===== src/logic/abfp_pkg.sv =====
// Function
// - Port active only when configuration selects it
// - Transfers timed by strobe edges only
// - Data bus driven only while read low
// - Data flag low when byte waits
// - Read rising forces data flag high
// - Flags undriven while reset is active
// - Space flag low when byte accepted
// - Read falling puts head byte out
// - Read rising advances to next byte
// - Write falling captures bus byte
// - Wake pulse in suspend requests resume
// - Wake pulse when powered flushes transmit
`default_nettype none

package abfp_pkg;

    // ------------------------------------------------------------
    // Widths and depths
    // ------------------------------------------------------------
    // Byte width of the data bus
    localparam int DATA_W = 8;
    // Flip-flops in each pin synchroniser
    localparam int SYNC_STAGES = 2;

    // ------------------------------------------------------------
    // Reset values
    // ------------------------------------------------------------
    // Byte registers clear to zero
    localparam logic [7:0] BYTE_RST = 8'h00;
    // Pins idle high (strobes and wake inactive)
    localparam logic PIN_IDLE = 1'b1;
    // Flags read inactive (high) when driven
    localparam logic FLAG_RST = 1'b1;

    // ------------------------------------------------------------
    // Carrier types
    // ------------------------------------------------------------
    // Raw pin levels sampled together
    typedef struct packed {
        logic rd_n;
        logic wr_n;
        logic wake_n;
        logic [7:0] data;
    } abfp_pins_t;

    // Reset level of the pin group
    localparam abfp_pins_t PINS_RST = '{rd_n: 1'b1, wr_n: 1'b1, wake_n: 1'b1, data: 8'h00};

    // Flag pin pair: level and output enable
    typedef struct packed {
        logic level_n;
        logic oe;
    } abfp_flag_t;

    // Flag pin reset: high, undriven
    localparam abfp_flag_t FLAG_OFF = '{level_n: 1'b1, oe: 1'b0};

    // Receive head states
    typedef enum logic [1:0] {
        RX_EMPTY,
        RX_HELD,
        RX_DRIVE
    } abfp_rx_state_t;

endpackage

`default_nettype wire


===== src/logic/abfp_top.sv =====
`timescale 1ns/100ps
`default_nettype none

module abfp_top #(
    parameter int SYNC_STAGES = abfp_pkg::SYNC_STAGES
)
(
    // Clock and reset
    input wire logic mclk,
    input wire logic resetn,
    // Configuration select for this channel
    input wire logic fifo_mode_en,
    // Remote wakeup allowed by configuration
    input wire logic remote_wake_en,
    // Link power status, low when powered (same clock)
    input wire logic powered_ok_n,
    // Strobe and wake pins
    input wire logic rd_strobe_n,
    input wire logic wr_strobe_n,
    input wire logic send_now_wake_n,
    // Bidirectional data bus as three signals
    input wire logic [7:0] chan_data_bus_in,
    output logic [7:0] chan_data_bus_out,
    output logic chan_data_bus_oe,
    // Flag pins with output enables
    output logic rx_data_avail_n,
    output logic rx_data_avail_oe,
    output logic tx_space_avail_n,
    output logic tx_space_avail_oe,
    // Receive byte feed from the engine
    input wire logic rx_in_valid,
    input wire logic [7:0] rx_in_data,
    output logic rx_in_ready,
    // Transmit byte feed to the engine
    output logic tx_out_valid,
    output logic [7:0] tx_out_data,
    input wire logic tx_out_ready,
    // Engine requests, one-cycle pulses
    output logic resume_req,
    output logic send_now_req
);

    // ------------------------------------------------------------
    // Elaboration checks
    // ------------------------------------------------------------
    // Fewer than two stages cannot tame metastability
    if (SYNC_STAGES < 2)
    begin : g_bad_sync
        $error("SYNC_STAGES must be at least 2");
    end

    // ------------------------------------------------------------
    // Functions
    // ------------------------------------------------------------
    // High-to-low edge between two samples
    function automatic logic fell(input logic prev, input logic now);
        fell = prev & ~now;
    endfunction

    // Low-to-high edge between two samples
    function automatic logic rose(input logic prev, input logic now);
        rose = ~prev & now;
    endfunction

    // ------------------------------------------------------------
    // Declarations
    // ------------------------------------------------------------
    // Raw pins gathered into one group
    abfp_pkg::abfp_pins_t pins_raw;
    // Synchroniser chain, stage 0 is the first flop
    abfp_pkg::abfp_pins_t sync_ff [SYNC_STAGES];
    // Previous synchronised sample for edge finding
    abfp_pkg::abfp_pins_t prev_ff;
    // Synchronised current sample
    abfp_pkg::abfp_pins_t pins_s;
    // Edge events
    logic rd_fall;
    logic rd_rise;
    logic wr_fall;
    logic wake_fall;
    // Receive head state and byte
    abfp_pkg::abfp_rx_state_t rx_state_ff;
    logic [7:0] head_ff;
    // Receive feed handshake
    logic rx_take;
    logic rx_in_ready_ff;
    // Bus drive registers
    logic [7:0] bus_out_ff;
    logic bus_oe_ff;
    // Flag registers
    abfp_pkg::abfp_flag_t rxf_ff;
    abfp_pkg::abfp_flag_t txe_ff;
    // Transmit capture registers
    logic tx_valid_ff;
    logic [7:0] tx_data_ff;
    logic tx_accept;
    // Wake pulse registers
    logic resume_ff;
    logic send_now_ff;

    // ------------------------------------------------------------
    // Pin synchronisers
    // ------------------------------------------------------------
    assign pins_raw = '{rd_n: rd_strobe_n, wr_n: wr_strobe_n,
                        wake_n: send_now_wake_n, data: chan_data_bus_in};

    // Data rides the same chain so it aligns with the write strobe
    // strobes and data synchronised together
    always_ff @(posedge mclk or negedge resetn)
    begin
        if (!resetn)
        begin
            for (int i = 0; i < SYNC_STAGES; i++)
            begin
                sync_ff[i] <= abfp_pkg::PINS_RST;
            end
        end
        else
        begin
            sync_ff[0] <= pins_raw;
            for (int i = 1; i < SYNC_STAGES; i++)
            begin
                sync_ff[i] <= sync_ff[i-1];
            end
        end
    end

    // Last stage is the clean sample
    assign pins_s = sync_ff[SYNC_STAGES-1];

    // Previous clean sample for edges
    always_ff @(posedge mclk or negedge resetn)
    begin
        if (!resetn)
        begin
            prev_ff <= abfp_pkg::PINS_RST;
        end
        else
        begin
            prev_ff <= pins_s;
        end
    end

    // ------------------------------------------------------------
    // Edge detection
    // ------------------------------------------------------------
    // strobe edges time transfers
    assign rd_fall = fell(prev_ff.rd_n, pins_s.rd_n);
    assign rd_rise = rose(prev_ff.rd_n, pins_s.rd_n);
    assign wr_fall = fell(prev_ff.wr_n, pins_s.wr_n);
    assign wake_fall = fell(prev_ff.wake_n, pins_s.wake_n);

    // ------------------------------------------------------------
    // Receive side
    // ------------------------------------------------------------
    // Byte taken from the engine into the empty head
    assign rx_take = rx_in_valid & rx_in_ready_ff;

    // Head state: empty, held, or on the bus
    always_ff @(posedge mclk or negedge resetn)
    begin
        if (!resetn)
        begin
            rx_state_ff <= abfp_pkg::RX_EMPTY;
        end
        else
        begin
            case (rx_state_ff)
                // Waiting for the next received byte
                abfp_pkg::RX_EMPTY:
                begin
                    if (rx_take)
                    begin
                        rx_state_ff <= abfp_pkg::RX_HELD;
                    end
                end
                // Byte waiting; read falling puts it out
                abfp_pkg::RX_HELD:
                begin
                    if (rd_fall && fifo_mode_en)
                    begin
                        rx_state_ff <= abfp_pkg::RX_DRIVE;
                    end
                end
                // On the bus until read rises
                abfp_pkg::RX_DRIVE:
                begin
                    if (rd_rise)
                    begin
                        rx_state_ff <= abfp_pkg::RX_EMPTY;
                    end
                end
                default:
                begin
                    rx_state_ff <= abfp_pkg::RX_EMPTY;
                end
            endcase
        end
    end

    // Head byte loaded when taken from the engine
    always_ff @(posedge mclk or negedge resetn)
    begin
        if (!resetn)
        begin
            head_ff <= abfp_pkg::BYTE_RST;
        end
        else if (rx_take)
        begin
            head_ff <= rx_in_data;
        end
    end

    // Ready only while the head is empty and not filling now
    // next byte fetched after rise
    always_ff @(posedge mclk or negedge resetn)
    begin
        if (!resetn)
        begin
            rx_in_ready_ff <= 1'b0;
        end
        else
        begin
            rx_in_ready_ff <= (rx_state_ff == abfp_pkg::RX_EMPTY) && !rx_take;
        end
    end

    // Bus drive follows the read strobe
    always_ff @(posedge mclk or negedge resetn)
    begin
        if (!resetn)
        begin
            bus_out_ff <= abfp_pkg::BYTE_RST;
            bus_oe_ff <= 1'b0;
        end
        else if (rx_state_ff == abfp_pkg::RX_HELD && rd_fall && fifo_mode_en)
        begin
            bus_out_ff <= head_ff;
            bus_oe_ff <= 1'b1;
        end
        else if (rd_rise || !fifo_mode_en)
        begin
            bus_oe_ff <= 1'b0;
        end
    end

    // Data-available flag and its enable
    always_ff @(posedge mclk or negedge resetn)
    begin
        if (!resetn)
        begin
            rxf_ff <= abfp_pkg::FLAG_OFF;
        end
        else
        begin
            rxf_ff.oe <= fifo_mode_en;
            if (rx_state_ff == abfp_pkg::RX_DRIVE && rd_rise)
            begin
                rxf_ff.level_n <= abfp_pkg::FLAG_RST;
            end
            else if (rx_take)
            begin
                rxf_ff.level_n <= 1'b0;
            end
        end
    end

    // ------------------------------------------------------------
    // Transmit side
    // ------------------------------------------------------------
    // Engine drains the captured byte
    assign tx_accept = tx_valid_ff & tx_out_ready;

    // Capture on write falling when space is flagged
    always_ff @(posedge mclk or negedge resetn)
    begin
        if (!resetn)
        begin
            tx_valid_ff <= 1'b0;
            tx_data_ff <= abfp_pkg::BYTE_RST;
        end
        else if (wr_fall && fifo_mode_en && !tx_valid_ff)
        begin
            tx_valid_ff <= 1'b1;
            tx_data_ff <= pins_s.data;
        end
        else if (tx_accept)
        begin
            tx_valid_ff <= 1'b0;
        end
    end

    // Space-available flag and its enable
    always_ff @(posedge mclk or negedge resetn)
    begin
        if (!resetn)
        begin
            txe_ff <= abfp_pkg::FLAG_OFF;
        end
        else
        begin
            txe_ff.oe <= fifo_mode_en;
            if (wr_fall && fifo_mode_en && !tx_valid_ff)
            begin
                txe_ff.level_n <= abfp_pkg::FLAG_RST;
            end
            else
            begin
                txe_ff.level_n <= tx_valid_ff & ~tx_accept;
            end
        end
    end

    // ------------------------------------------------------------
    // Send-immediate and wake
    // ------------------------------------------------------------
    // One low pulse gives one request pulse
    always_ff @(posedge mclk or negedge resetn)
    begin
        if (!resetn)
        begin
            resume_ff <= 1'b0;
            send_now_ff <= 1'b0;
        end
        else
        begin
            resume_ff <= wake_fall && fifo_mode_en && powered_ok_n && remote_wake_en;
            send_now_ff <= wake_fall && fifo_mode_en && !powered_ok_n;
        end
    end

    // ------------------------------------------------------------
    // Outputs
    // ------------------------------------------------------------
    assign chan_data_bus_out = bus_out_ff;
    assign chan_data_bus_oe = bus_oe_ff;
    assign rx_data_avail_n = rxf_ff.level_n;
    assign rx_data_avail_oe = rxf_ff.oe;
    assign tx_space_avail_n = txe_ff.level_n;
    assign tx_space_avail_oe = txe_ff.oe;
    assign rx_in_ready = rx_in_ready_ff;
    assign tx_out_valid = tx_valid_ff;
    assign tx_out_data = tx_data_ff;
    assign resume_req = resume_ff;
    assign send_now_req = send_now_ff;

endmodule

`default_nettype wire


===== config.mk =====
export PLATFORM = sky130hd
export DESIGN_NAME = abfp_top
export DESIGN_NICKNAME = d
export VERILOG_FILES = /design/src/logic/abfp_pkg.sv /design/src/logic/abfp_top.sv
export SDC_FILE = /design/constraint.sdc
export NUM_CORES = 1
export LEC_CHECK = 0
export BUFFER_PORTS_ARGS = -buffer_cell sky130_fd_sc_hd__buf_2
export CORE_ASPECT_RATIO = 0.7
export CORE_UTILIZATION = 41
export CTS_CLUSTER_DIAMETER = 40
export DETAILED_ROUTE_END_ITERATION = 6
export PLACE_DENSITY = 0.66
export SLEW_MARGIN = 5
export SYNTH_ARGS = -nofsm -noshare
export SYNTH_HDL_FRONTEND = slang
export SYNTH_SLANG_ARGS = --single-unit

===== constraint.sdc =====
create_clock -name mclk -period 1.9 [get_ports mclk]
set_clock_uncertainty 0.05 [all_clocks]
set_input_delay 0.57 -clock mclk [delete_from_list [all_inputs] [get_ports mclk]]
set_output_delay 0.57 -clock mclk [all_outputs]
set_load 0.01 [all_outputs]

======== Word-level counts from Yosys, hierarchy flattened ========
Index checks and enable logic that the tools add are counted.
cells by class
  reductions and logical operators ........ 21
  muxes and demuxes ....................... 11
  equal/unequal tests ..................... 5
  bitwise gates (word level) .............. 12
operator list
  kind                  count
  $logic_and A1 B1 Y1   11
  $and A1 B1 Y1         7
  $mux W1               7
  $mux W2               3
  $ne A2 B2 Y1 const B  3
  $pmux W2 S3           1
  $reduce_bool A2 Y1    3
  $not A1 Y1            5
  $logic_not A1 Y1      4
  $reduce_and A3 Y1     1
  $eq A2 B1 Y1 const B  1
  $eq A2 B2 Y1 const B  1
  $logic_not A2 Y1      1
  $logic_or A1 B1 Y1    1
word-level totals
  output and inout port bits .............. 25
  flip-flop bits (word level) ............. 59
  input bits .............................. 26
  word-level logic and storage cells ...... 72

======== Longest topological paths before layout ========
  depth after elaboration ................. 5
  gate-level depth with buffers ........... 3
  depth with buffers taken out ............ 3

======== Least setup slack after synthesis ========
No wires, ideal clock.
  kind .................................... input to register
  start point ............................. input fifo_mode_en
  end point ............................... register bus_out_ff[0] (netlist: chan_data_bus_out[0])
  path buffers ............................ 0
  setup time .............................. 125 ps
  data required time ...................... 1725 ps
  path slack .............................. 332 ps
  cell stages on the path ................. 3
  arrival ................................. 1393 ps
  cell sequence ........................... nand2_1 nor4_4 mux2_2
between the ends
  word-level cells in the longest chain between the ends .. 1
RTL lines
  what                    line             source
  start: declaration      abfp_top.sv:12   input wire logic fifo_mode_en,
  $logic_and A1 B1 Y1     abfp_top.sv:236  else if (rx_state_ff == abfp_pkg::RX_HELD && rd_fall && fifo_mode_en)
  end signal: assignment  abfp_top.sv:233  bus_out_ff <= abfp_pkg::BYTE_RST;
  end: declaration        abfp_top.sv:88   logic [7:0] bus_out_ff;
No other way between the ends.
A chain may end at the register's enable or synchronous reset.

======== Worst setup path after layout ========
  start point ............................. register rxf_ff (netlist bit rx_data_avail_n)
  end point ............................... output rx_data_avail_n
RTL lines
  what                      line             source
  start: declaration        abfp_top.sv:91   abfp_pkg::abfp_flag_t rxf_ff;
  start signal: assignment  abfp_top.sv:252  rxf_ff <= abfp_pkg::FLAG_OFF;
  end: declaration          abfp_top.sv:26   output logic rx_data_avail_n,
No word-level cell between the ends.

==> results.cfg <==
[run_status]
status = completed

[yosys]
yosysWarnings = 0
synth_cell_types = 20
ys_seq_area_share_pct = 77.7
synth_top_area_cell = dfrtp_1
syn_area_um2 = 1920
syn_avg_cell_area_um2 = 18.1
syn_nets = 132
synth_area_leaders = dfrtp_1 (63%), dfstp_2 (15%), mux2_2 (14%)
synth_top_area_share_pct = 62.7
yosys_register_bits = 59
synth_cells = 106

[power_and_ir_drop]
p_seq_share_pct = 50.1
ir_worst_vdd_v = 0.000900
p_sw_mw = 0.870
intPower_mw = 2.51
power_switching_share_pct = 25.8
p_comb_share_pct = 18.1
power.leakage_nw = 1.19
clock_power_share_pct = 31.8
power.total_mw = 3.38
power.density_nw_per_um2 = 1370

[timing]
relSlewSlack_pct = 72.9
rsz0062_at_grt = no
max_freq_ghz = 0.625
fin_crit_sh_pct = 84.2
min_period_ns = 1.60
setup_viol = 0
finalSetupTns_ns = 0
drv_slew = 0
hold_violations = 0
tightest_slew_ns = 0.406

[setup_path]
worst-path-buf-inv = 1
slowest_stage = dfstp_2
crit_path_start_kind = register
max_stage_delay_ns = 0.53
worstSetupPathType = register to output pin
arrival_ns = 0.98
crit_fanout = 2
path_cells = buf_2
crit_path_end_kind = output pin
crit_family = flip-flops
required_ns = 1.28

[route]
num_vias = 1059
wl_per_cell_um = 13.6
routed_wl_mm = 3.09
antenna_left = 0
vias_per_cell = 4.64
drt_iter0_drc = 30
post-route-drc-count = 0
drt_pass1_iterations = 4

[clock_network]
cts_hold_buf = 0
post_cts_buffers = 0
cts_resized = 0
clockBufferDepth = 2
htreeDepth = 3
cts_buffers = 9
cts-root-buf = clkbuf_8
cts_tree = yes
clk_latency_ns = 0.33
clk_pin_slew_ns = 0.06
cts.sinks = 59

[floorplanning]
fp.dieH_um = 59.2
coreArea_um2 = 4400
die_w_um = 83.7
row_count = 20
start_util_pct = 43.5
dieArea_um2 = 4960
pin_count = 51

[hold_path]
min_path_type = input pin to asynchronous set/reset pin

[place]
place_hpwl_mm = 2.15
gp_congestion = 0.700
numPortBuffers = 50

[grt]
grt_usage_pct = 15.0
grt_pass1_vias = 1129
grt_start_max_net_pins = 60
grt_pass1_wl_mm = 5.20
grt_remaining_overflow = 0
antenna_found_initial = 0

[layout]
drive_gt1_share_pct = 61.8
antenna_cells = 0
areaGrowthSynthToFinish_pct = 28.2
fin_nets = 194

[job]
maxCapViolCount = 0
## layout by cell type, fill, tap and decap left out
cell / netlist / routed
nand2_1: 4 / 4
a32o_1: 1 / 1
buf_12: 0 / 1
o21ai_0: 1 / 1
buf_2: 1 / 50
inv_1: 1 / 1
nor2b_1: 2 / 2
nor4bb_2: 0 / 1
clkinv_2: 0 / 5
nor4_4: 1 / 1
nand3_1: 1 / 1
inv_2: 1 / 1
clkbuf_8: 0 / 10
mux2_2: 24 / 24
a211oi_1: 1 / 1
dfrtp_1: 48 / 48
and3_1: 1 / 1
a21oi_1: 1 / 1
o21bai_1: 2 / 2
bufinv_16: 0 / 1
buf_4: 1 / 2
dfstp_2: 11 / 11
and3b_1: 1 / 1
a21o_1: 2 / 2
## stage by stage
stage	setup WS, ns	instance area, um2	hold WS [ns]	utilization (%)	std cells
after global placement	0.260	2260	0.282	51.4	212
after detailed placement	0.193	2260	0.286	51.4	212
after CTS	0.273	2460	0.177	55.8	228
final	0.299	2460	0.168	55.8	228
after global routing	0.253	2460	0.195	55.8	228
after floorplan	0.332	1920	0.224	-	106
## metal layers
| metal | track usage, % | routed length [um] |
|---|---|---|
| met3 | 9.89 | 258 |
| met4 | 7.26 | 54 |
| met2 | 22.6 | 1520 |
| met1 | 16.6 | 1260 |
| met5 | 0 | 0 |
## synth_stat cells
cell and count:
nand2_1 4, a32o_1 1, buf_2 1, nor4_4 1
inv_1 1, a21o_1 2, nor4bb_1 1, buf_4 1
nor2b_1 2, a211oi_1 1, dfstp_2 11, nand3_1 1
o21bai_1 2, dfrtp_1 48, a21oi_1 1, and3_1 1
inv_2 1, mux2_2 24, o21ai_0 1, and3b_1 1
## power by group through the flow
stage | Clock (mW) | Sequential (mW) | Combinational [mW]
3_5_place_dp | 0 | 1.72 | 0.626
5_1_grt | 1.18 | 1.73 | 0.672
6_report | 1.07 | 1.69 | 0.612
4_1_cts | 1.13 | 1.70 | 0.628
3_3_place_gp | 0 | 1.69 | 0.595
2_1_floorplan | 0 | 1.76 | 0.290
## logic make-up after synthesis
family / count (synthesis) / share of synthesized area [%]
AND/OR/NAND/NOR: 11 / 4.11
AO/OA/AOI/OAI: 8 / 3.00
flip-flops: 59 / 77.7
buffers and inverters: 4 / 1.04
multiplexers: 24 / 14.1
## worst paths after layout
path / startpoint / endpoint / slack, ns / depth (start not counted)
worst max-delay path: rx_data_avail_n / rx_data_avail_n / 0.30 / 1
worst min-delay path: resetn / resume_req / 0.17 / 2
worst max register to register: prev_ff[9] / tx_out_data[5] / 0.38 / 3
worst min register to register: sync_ff[12] / pins_s[1] / 0.30 / 0
max in group asynchronous: resetn / sync_ff[20] / 1.32 / 2
min in group mclk: wr_strobe_n / sync_ff[20] / 0.28 / 1
## flip-flops by register name, indices dropped and copies added (netlist names)
register,count
chan_data_bus_oe,1
rx_state_ff,2
rx_in_ready,1
rx_data_avail_n,1
resume_req,1
tx_out_data,8
tx_out_valid,1
prev_ff,3
pins_s,11
tx_space_avail_n,1
sync_ff,11
tx_space_avail_oe,1
chan_data_bus_out,8
send_now_req,1
head_ff,8
## area by class of cell
type                       instances  area, um2
tap                               55       68.8
timing repair buffer              53        285
sequential                        59       1490
inverter                           2       7.51
fill                             366       1950
clock inverter                     6       55.1
multi-input combinational         43        413
clock buffer                      10        138
Power figures use the tool's default switching activity.
